===== src/logic/idst_pkg.sv =====
// constants for the slave drive timing block
package idst_pkg;
	localparam logic [7:0] IDST_SLAVE_TIMING_OFS = 8'h44;
	localparam logic [7:0] IDST_SLAVE_TIMING_RST = 8'h00;
	localparam int IDST_SEC_ISP_LSB = 6;
	localparam int IDST_SEC_RTC_LSB = 4;
	localparam int IDST_PRI_ISP_LSB = 2;
	localparam int IDST_PRI_RTC_LSB = 0;
	localparam logic [2:0] IDST_ISP_BASE = 3'h5;
	localparam logic [2:0] IDST_RTC_BASE = 3'h4;
	localparam int IDST_DRIVE_SEL_BIT = 4;
	localparam logic [2:0] IDST_DRVHEAD_OFS = 3'h6;
	localparam logic [2:0] IDST_CNT_ZERO = 3'h0;
	localparam logic [2:0] IDST_CNT_ONE = 3'h1;
endpackage : idst_pkg


===== src/logic/idst_channel.sv =====
// one channel's strobe, sample point and recovery sequencer
`timescale 1ns/1ns
`default_nettype none
module idst_channel
	import idst_pkg::*;
(
	input wire logic i_ref_clk,
	input wire logic i_resetn,
	input wire logic i_start,
	input wire logic [2:0] i_isp_clks,
	input wire logic [2:0] i_rtc_clks,
	input wire logic i_iordy,
	output logic o_strobe_n,
	output logic o_sample,
	output logic o_busy
);
	typedef enum logic [1:0] {IDST_IDLE, IDST_WAIT, IDST_READY, IDST_RECOV} idst_state_e;
	idst_state_e state_q, state_d;
	logic [2:0] cnt_q, cnt_d;
	logic [2:0] rtc_q, rtc_d;
	wire logic cnt_done = (cnt_q == IDST_CNT_ONE);
	wire logic sample_pt = (state_q == IDST_WAIT) && cnt_done;
	wire logic sample_hit = (state_q == IDST_READY) || sample_pt;

	always_comb begin
		state_d = state_q;
		cnt_d = cnt_q;
		rtc_d = rtc_q;
		case (state_q)
			IDST_IDLE: begin
				if (i_start) begin
					state_d = IDST_WAIT;
					cnt_d = i_isp_clks; // RQ8
					rtc_d = i_rtc_clks;
				end
			end
			IDST_WAIT: begin
				// ready is judged at the sample point itself, not a cycle later
				if (cnt_done && i_iordy) begin
					state_d = IDST_RECOV;
					cnt_d = rtc_q; // RQ8
				end else if (cnt_done) state_d = IDST_READY;
				else cnt_d = cnt_q - IDST_CNT_ONE; // RQ8
			end
			IDST_READY: begin
				if (i_iordy) begin
					state_d = IDST_RECOV;
					cnt_d = rtc_q; // RQ8
				end
			end
			IDST_RECOV: begin
				if (cnt_done) state_d = IDST_IDLE;
				else cnt_d = cnt_q - IDST_CNT_ONE;
			end
			default: state_d = IDST_IDLE;
		endcase
	end

	always_ff @(posedge i_ref_clk) begin
		if (!i_resetn) begin
			state_q <= IDST_IDLE;
			cnt_q <= IDST_CNT_ZERO;
			rtc_q <= IDST_CNT_ZERO;
		end else begin
			state_q <= state_d;
			cnt_q <= cnt_d;
			rtc_q <= rtc_d;
		end
	end

	assign o_strobe_n = !((state_q == IDST_WAIT) || (state_q == IDST_READY));
	assign o_sample = sample_hit;
	assign o_busy = (state_q != IDST_IDLE);
endmodule : idst_channel
`default_nettype wire


===== src/logic/idst_top.sv =====
// slave drive timing register and two channel strobe sequencers
// Notes on behaviour
// [RQ1] Slave timing is used only when separate slave timing is enabled, else master timing.
// [RQ2] The slave timing register is at 44h, 8 bits, read/write, resetting to 00h.
// [RQ3] Bits 7:6 give the secondary slave sample point: 5,4,3,2 clocks.
// [RQ4] Bits 5:4 give the secondary slave recovery: 4,3,2,1 clocks.
// [RQ5] Bits 3:2 give the primary slave sample point: 5,4,3,2 clocks.
// [RQ6] Bits 1:0 give the primary slave recovery: 4,3,2,1 clocks.
// [RQ7] The addressed drive comes from a kept copy of bit 4 written to drive/head at 1x6h.
// [RQ8] Both delays count clock cycles, loaded from the chosen drive at each strobe start.
`timescale 1ns/1ns
`default_nettype none
module idst_top
	import idst_pkg::*;
(
	input wire logic i_ref_clk,
	input wire logic i_resetn,
	input wire logic i_cfg_wr,
	input wire logic [7:0] i_cfg_addr,
	input wire logic [7:0] i_cfg_wdata,
	output logic [7:0] o_cfg_rdata,
	input wire logic i_separate_slave_timing_enable,
	input wire logic [1:0] i_pri_master_isp,
	input wire logic [1:0] i_pri_master_rtc,
	input wire logic [1:0] i_sec_master_isp,
	input wire logic [1:0] i_sec_master_rtc,
	input wire logic [1:0] i_io_start,
	input wire logic [1:0] i_io_write,
	input wire logic [2:0] i_io_addr,
	input wire logic [7:0] i_io_wdata,
	input wire logic [1:0] i_iordy,
	output logic [1:0] o_io_strobe_n,
	output logic [1:0] o_iordy_sample,
	output logic [1:0] o_busy,
	output logic [1:0] o_drive_sel
);
	logic [7:0] slave_drive_timing_q;
	logic [1:0] drive_sel_q;
	logic [1:0] strobe_n_q, sample_q, busy_q;
	logic [7:0] rdata_q;
	logic [1:0] ch_strobe_n, ch_sample, ch_busy;
	wire logic cfg_hit = (i_cfg_addr == IDST_SLAVE_TIMING_OFS); // RQ2
	wire logic [1:0] pri_sisp = slave_drive_timing_q[IDST_PRI_ISP_LSB +: 2]; // RQ5
	wire logic [1:0] pri_srtc = slave_drive_timing_q[IDST_PRI_RTC_LSB +: 2]; // RQ6
	wire logic [1:0] sec_sisp = slave_drive_timing_q[IDST_SEC_ISP_LSB +: 2]; // RQ3
	wire logic [1:0] sec_srtc = slave_drive_timing_q[IDST_SEC_RTC_LSB +: 2]; // RQ4
	wire logic [1:0] use_slave = drive_sel_q & {2{i_separate_slave_timing_enable}}; // RQ1 RQ7
	wire logic [1:0] sel_isp [2];
	wire logic [1:0] sel_rtc [2];
	assign sel_isp[0] = use_slave[0] ? pri_sisp : i_pri_master_isp;
	assign sel_rtc[0] = use_slave[0] ? pri_srtc : i_pri_master_rtc;
	assign sel_isp[1] = use_slave[1] ? sec_sisp : i_sec_master_isp;
	assign sel_rtc[1] = use_slave[1] ? sec_srtc : i_sec_master_rtc;

	always_ff @(posedge i_ref_clk) begin
		if (!i_resetn) begin
			slave_drive_timing_q <= IDST_SLAVE_TIMING_RST;
			rdata_q <= IDST_SLAVE_TIMING_RST;
		end else begin
			if (i_cfg_wr && cfg_hit) slave_drive_timing_q <= i_cfg_wdata; // RQ2
			rdata_q <= cfg_hit ? slave_drive_timing_q : 8'h00;
		end
	end

	// drive/head writes on each channel keep that channel's drive select bit
	wire logic [1:0] dh_wr = i_io_write & {2{i_io_addr == IDST_DRVHEAD_OFS}}; // RQ7
	wire logic [1:0] dh_bit = {2{i_io_wdata[IDST_DRIVE_SEL_BIT]}};
	always_ff @(posedge i_ref_clk) begin
		if (!i_resetn) drive_sel_q <= 2'h0;
		else drive_sel_q <= (drive_sel_q & ~dh_wr) | (dh_bit & dh_wr); // RQ7
	end

	genvar g;
	generate
		for (g = 0; g < 2; g++) begin : g_ch
			// 00 gives base, each step one clock less
			idst_channel u_ch (
				.i_ref_clk(i_ref_clk),
				.i_resetn(i_resetn),
				.i_start(i_io_start[g]),
				.i_isp_clks(IDST_ISP_BASE - {1'b0, sel_isp[g]}), // RQ3 RQ5
				.i_rtc_clks(IDST_RTC_BASE - {1'b0, sel_rtc[g]}), // RQ4 RQ6
				.i_iordy(i_iordy[g]),
				.o_strobe_n(ch_strobe_n[g]),
				.o_sample(ch_sample[g]),
				.o_busy(ch_busy[g])
			);
		end
	endgenerate

	always_ff @(posedge i_ref_clk) begin
		if (!i_resetn) begin
			strobe_n_q <= 2'h3;
			sample_q <= 2'h0;
			busy_q <= 2'h0;
		end else begin
			strobe_n_q <= ch_strobe_n;
			sample_q <= ch_sample;
			busy_q <= ch_busy;
		end
	end

	assign o_cfg_rdata = rdata_q;
	assign o_io_strobe_n = strobe_n_q;
	assign o_iordy_sample = sample_q;
	assign o_busy = busy_q;
	assign o_drive_sel = drive_sel_q;
endmodule : idst_top
`default_nettype wire


===== config.mk =====
export PLATFORM = sky130hd
export DESIGN_NAME = idst_top
export DESIGN_NICKNAME = d
export VERILOG_FILES = /design/src/logic/idst_pkg.sv /design/src/logic/idst_channel.sv /design/src/logic/idst_top.sv
export SDC_FILE = /design/constraint.sdc
export NUM_CORES = 1
export LEC_CHECK = 0
export ABC_AREA = 0
export ABC_CLOCK_PERIOD_IN_PS = 2300
export BUFFER_PORTS_ARGS = -buffer_cell sky130_fd_sc_hd__buf_2
export CORE_MARGIN = 2
export CORE_UTILIZATION = 40
export CTS_BUF_LIST = sky130_fd_sc_hd__clkbuf_8 sky130_fd_sc_hd__clkbuf_16
export DETAILED_ROUTE_END_ITERATION = 12
export PLACE_DENSITY = 0.72
export SLEW_MARGIN = 20
export SYNTH_ARGS = -nofsm -noshare
export SYNTH_HDL_FRONTEND = slang
export SYNTH_SLANG_ARGS = --single-unit

===== constraint.sdc =====
create_clock -name i_ref_clk -period 2.3 [get_ports i_ref_clk]
set_clock_uncertainty 0.2 [all_clocks]
set_input_delay 0.115 -clock i_ref_clk [delete_from_list [all_inputs] [get_ports i_ref_clk]]
set_output_delay 0.115 -clock i_ref_clk [all_outputs]
set_load 0.01 [all_outputs]

**Yosys cells after proc, flatten, opt, wreduce, memory -nomap -nowiden**

Cells that the tools add are included.

- Register bits: 40
- Bits in latches: 0
- RAM bits: 0
- Bits in read-only memories: 0
- Input port bits: 45
- Output and inout bits: 16
- Word-level logic and storage cells: 90
- Memories kept: 0

- $add $sub $neg: 6
- $mul: 0
- Div/mod/pow operators: 0
- Magnitude comparators: 0
- Equality and inequality tests: 18
- Shift-type cells: 0
- Muxes and demuxes: 26
- Bitwise logic cells: 6
- Reductions and logical operators: 22

Operators by type and width:

| cell | number |
|---|---|
| 2-bit 2-to-1 mux | 14 |
| 3-bit 2-to-1 mux | 8 |
| 3-bit case mux with 4 select lines | 2 |
| 2-bit case mux with 4 select lines | 2 |
| 3-bit by 2-bit subtractor with 3-bit output (first input constant) | 4 |
| 2-bit AND reduction | 5 |
| 2-bit bitwise AND | 4 |
| 2-bit equality test (second input constant) | 4 |
| 8-bit by 7-bit equality test with 1-bit output (second input constant) | 1 |
| 2-bit != test (second input constant) | 4 |
| 4-bit AND reduction | 2 |
| 3-bit by 1-bit equality test with 1-bit output (second input constant) | 2 |
| 3-bit by 2-bit != test with 1-bit output (second input constant) | 2 |
| 3-bit by 1-bit subtractor with 3-bit output (second input constant) | 2 |
| 1-bit logical AND | 5 |
| 2-bit by 1-bit equality test with 1-bit output (second input constant) | 2 |
| 2-bit zero test | 2 |
| 1-bit logical OR | 4 |
| 2-bit by 1-bit != test with 1-bit output (second input constant) | 2 |
| 2-bit nonzero test | 2 |
| 3-bit equality test (second input constant) | 1 |
| 1-bit zero test | 2 |
| 2-bit NOT | 1 |
| 2-bit bitwise OR | 1 |

**Logic depth before layout (Yosys ltp)**

- Depth in word-level cells: 5
- Mapped depth: 6
- Gate-level depth less buffers: 6

**Cells and area by module**

A second synthesis with hierarchy kept.

- Cells, all modules: 227
- Area total of the unflattened synthesis: 2100.8 µm²

By module, submodules not included:

| module | times used | cells an instance | area each (µm²) | seq. area each (µm²) |
|---|---|---|---|---|
| idst_top | 1 | 92 | 940.9 | 480.5 |
| idst_channel at g_ch[1].u_ch | 1 | 67 | 584.3 | 160.2 |
| idst_channel at g_ch[0].u_ch | 1 | 68 | 575.6 | 160.2 |

**Least setup slack after synthesis**

Ideal clock, no wire load.

- Kind: reg-to-reg
- From: register g_ch[1].u_ch.state_q[0]
- To: register g_ch[1].u_ch.cnt_q[2]
- Library setup time: 0.115 ns
- Arrival time: 1.402 ns
- Required time: 1.985 ns
- Path slack: 0.582 ns
- Stages on the path, launching flop included: 7
- Path buffers: 0
- Period minus slack after synthesis: 1.718 ns
- Cells stage by stage: dfxtp_1 inv_1 ha_1 nand2b_2 o21a_4 mux2_4 and3_1

- Word-level cells in the longest chain between the ends: 3
- Elaborated cells between the ends (all ways): 8
- Classes of those cells: eq/ne (5); mux (1); reduce/logical (2)

Ends and longest elaborated chain:

| what | RTL line | text |
|---|---|---|
| from (decl) | idst_channel.sv:18 | `idst_state_e state_q, state_d;` |
| from (signal assigned) | idst_channel.sv:65 | `state_q <= state_d;` |
| 2-bit equality test or 2-bit zero test (tied branches) | idst_channel.sv:29 | `case (state_q)` |
| 2-bit != test (no line) | -- |  |
| 2-bit AND reduction (no line) | -- |  |
| to (signal assigned) | idst_channel.sv:66 | `cnt_q <= cnt_d;` |
| to (decl) | idst_channel.sv:19 | `logic [2:0] cnt_q, cnt_d;` |

Parallel ways exist; a longest one is shown, timed or not.
A chain may end at the register's enable or synchronous reset.

==> flow_summary.ini <==
[status]
status = completed

[global_route]
grt_pass1_wl_um = 7470
overflow = 0
grt_pass1_vias = 1798
grt_antenna_before_repair = 0
grt_use_total_pct = 17.2
grt_max_degree = 25

[worst_setup_path]
critical_path_required_ns = 2.28
slowest_stage = inv_1
path_max_fanout = 24
cp-start-kind = input pin
crit_chain = dlygate4sd3_1 -> buf_2 -> inv_1 -> a21oi_1 -> dlygate4sd3_1
cpLargestDelayFamily = buffers and inverters
cp_common_cell = dlygate4sd3_1
cp-end-kind = flop
cpPeakStageDelay_ns = 0.60
worst-path-buf-inv = 4
critPathArrivalTime_ns = 2.15
crit_type = in2reg

[finish]
fin_cells = 356
drive_above_1_share_pct = 24.9
area_growth_pct = 30.8
nNetsFinal = 349
num-fill-cells = 438
num_antenna_cells = 0

[placement]
place_inst = 331
place.gp.congestion = 0.846
post-dp-hpwl_um = 3310
port_buffers = 53

[job]
drv_cap = 0

[timing]
grt_setup_unrepaired = false
tightest_slew_ns = 0.792
fmax_mhz = 461
slew_viol_final = 0
maxSlewHeadroom_pct = 47.2
finalHoldViolations = 0
period_needed_ns = 2.17
tns_ns = 0
hold_ws_ns = 0.0363
finalCritPeriodShare_pct = 94.2
setup_violations = 0

[cts]
post_cts_buffers = 0
cts.path.max_buffers = 2
worstSkewPairLatency_ns = 0.29
cts_tree = done
clkSinkCount = 40
cts_htree_levels = 2
cts_buffers = 5
path_clk_slew_ns = 0.08
root_buffer = clkbuf_8

[min_path]
hold_path.class = in2reg

[power_and_ir_drop]
power_w = 0.00259
peakVddDrop_mv = 0.778
pwr_density_cell_nw_per_um2 = 984
p_leak_nw = 1.23

[die]
ios = 61
start_util_pct = 42.0
dieArea_um2 = 5610
die_h_um = 74.9
rows = 25
core_area_um2 = 4790
die_w_um = 74.9

[synthesis]
seq_area_frac_synth_pct = 39.8
netlist_instances = 214
synth-seq-cells = 40
synth_fp_nets = 275
syn_area_um2 = 2010
yosys_warnings = 0
synth_area_per_cell_um2 = 9.40
ys_types = 41

[detailed_routing]
wl_um = 4520
first_pass_iters = 4
vias_per_cell = 5.02
num_vias = 1786
drt_iter0_markers = 62
wl_per_cell_um = 12.7
drc_errors = 0
ant_nets = 0
-- layer usage --
layer / global-route usage, % / part of all wire [%] / up-vias
li1: - / - / 912
met1: 19.7 / 45 / 840
met2: 31.1 / 51 / 32
met3: 5.22 / 3.6 / 2
met4: 4.76 / 0.51 / 0
met5: 0 / 0 / -
-- worst register-to-register path, delay by kind of cell (launching register included) --
family	cells	cell delay, ns
flip-flops	1	0.41
adder cells (fa/ha/maj)	1	0.30
multiplexers	1	0.30
AND/OR/NAND/NOR	2	0.29
AO/OA/AOI/OAI	1	0.16
buffers and inverters	1	0.10
-- synthesized netlist by cell type, drive strengths merged --
master   instances  share of area (%)
inv             11                2.1
nand3           10                2.7
a2111o           1               0.56
ha              16                 10
o221ai           2                1.2
a31oi            3               0.93
and3b            2               0.87
dfxtp           40                 40
o22ai            1               0.31
mux2i           17                8.5
o211ai           4                1.5
and3             2               0.62
clkbuf           3               0.56
a41oi            2               0.87
nor4b            2                1.9
and2             9                2.9
nand2b           4                1.4
nor2            21                3.9
and4             1               0.44
o311a            1               0.50
a311oi           3                1.3
a21o             1               0.37
nor3b            2               0.75
o31ai            1               0.37
mux2             1               0.75
nor2b            6                2.6
o21ai           11                2.7
a211o            1               0.44
o21a             1               0.75
and4b            2                1.0
nand2           16                3.0
or2              1               0.31
a21oi           15                3.7
o2111ai          1               0.44
-- cells by family (layout without fill, tap and decap cells) --
logic type | after synthesis | count (layout) | share of synthesized area [%]
simple gates | 78 | 78 | 22.4
compound gates | 48 | 48 | 16.0
flops | 40 | 40 | 39.8
mux | 18 | 18 | 9.21
fa+ha+maj | 16 | 16 | 9.96
buf+inv | 14 | 89 | 2.61
-- final timing paths --
kind	depth (start not counted)	slack (ns)	endpoint	start
min	4	0.04	g_ch[0].u_ch.cnt_q[0]$_SDFFE_PN0P_	i_pri_master_isp[0]
max reg2reg	6	0.45	g_ch[1].u_ch.cnt_q[2]$_SDFFE_PN0P_	g_ch[1].u_ch.state_q[0]$_SDFFE_PN0P_
max	5	0.13	flop	i_resetn
min reg2reg	2	0.27	g_ch[0].u_ch.rtc_q[2]$_SDFFE_PN0P_	g_ch[0].u_ch.rtc_q[2]$_SDFFE_PN0P_
-- final cells by class --
type | instances | area, um2 | area share (%)
timing repair buffer | 70 | 435 | 16.6
clock inverter | 3 | 42.5 | 1.62
multi-input combinational | 160 | 1160 | 44.0
sequential | 40 | 801 | 30.4
clock buffer | 5 | 68.8 | 2.62
inverter | 11 | 41.3 | 1.57
tap | 67 | 83.8 | 3.19
-- stage by stage --
step	area (um2)	util [%]	worst slack, ns
6_report	2630	55.0	0.133
5_1_grt	2630	55.0	0.0497
4_1_cts	2630	55.0	0.173
3_5_place_dp	2350	49.1	0.460
3_3_place_gp	2350	49.1	0.489
2_1_floorplan	2010	-	0.582
-- registers in the layout, indices dropped and copies added, names as in the netlist, named ones only --
name and flops:
o_io_strobe_n 2, o_busy 2, g_ch.u_ch.rtc_q 6, slave_drive_timing_q 8, o_cfg_rdata 8, g_ch.u_ch.state_q 4
g_ch.u_ch.cnt_q 6, o_iordy_sample 2
-- placed cells by master (no fill, tap or decap), types with 3 or more instances in the layout --
| master | Yosys | final |
|---|---|---|
| a31oi_1 | 3 | 3 |
| nand3_1 | 9 | 9 |
| clkbuf_8 | 0 | 5 |
| and2_1 | 8 | 8 |
| dlygate4sd3_1 | 0 | 17 |
| nor2b_1 | 4 | 4 |
| ha_1 | 16 | 16 |
| o21ai_0 | 10 | 10 |
| mux2i_1 | 17 | 17 |
| a311oi_1 | 3 | 3 |
| nand2b_1 | 3 | 3 |
| nand2_1 | 16 | 16 |
| dfxtp_1 | 40 | 40 |
| a21oi_1 | 15 | 15 |
| nor2_1 | 21 | 21 |
| buf_2 | 0 | 53 |
| o211ai_1 | 4 | 4 |
| inv_1 | 11 | 11 |
-- where the power goes --
part | switching (W) | leakage, nW | internal [W]
combinational | 0.000583 | 0.851 | 0.000490
sequential | 0.000106 | 0.326 | 0.000835
clock | 0.000253 | 0.0541 | 0.000321
-- timing repair --
action / 4_1_cts / 5_1_grt
endpoints found under the hold margin: 23 / 0
hold buffers: 17 / 0
resized for setup: 0 / 0
Power figures use the tool's default switching activity.
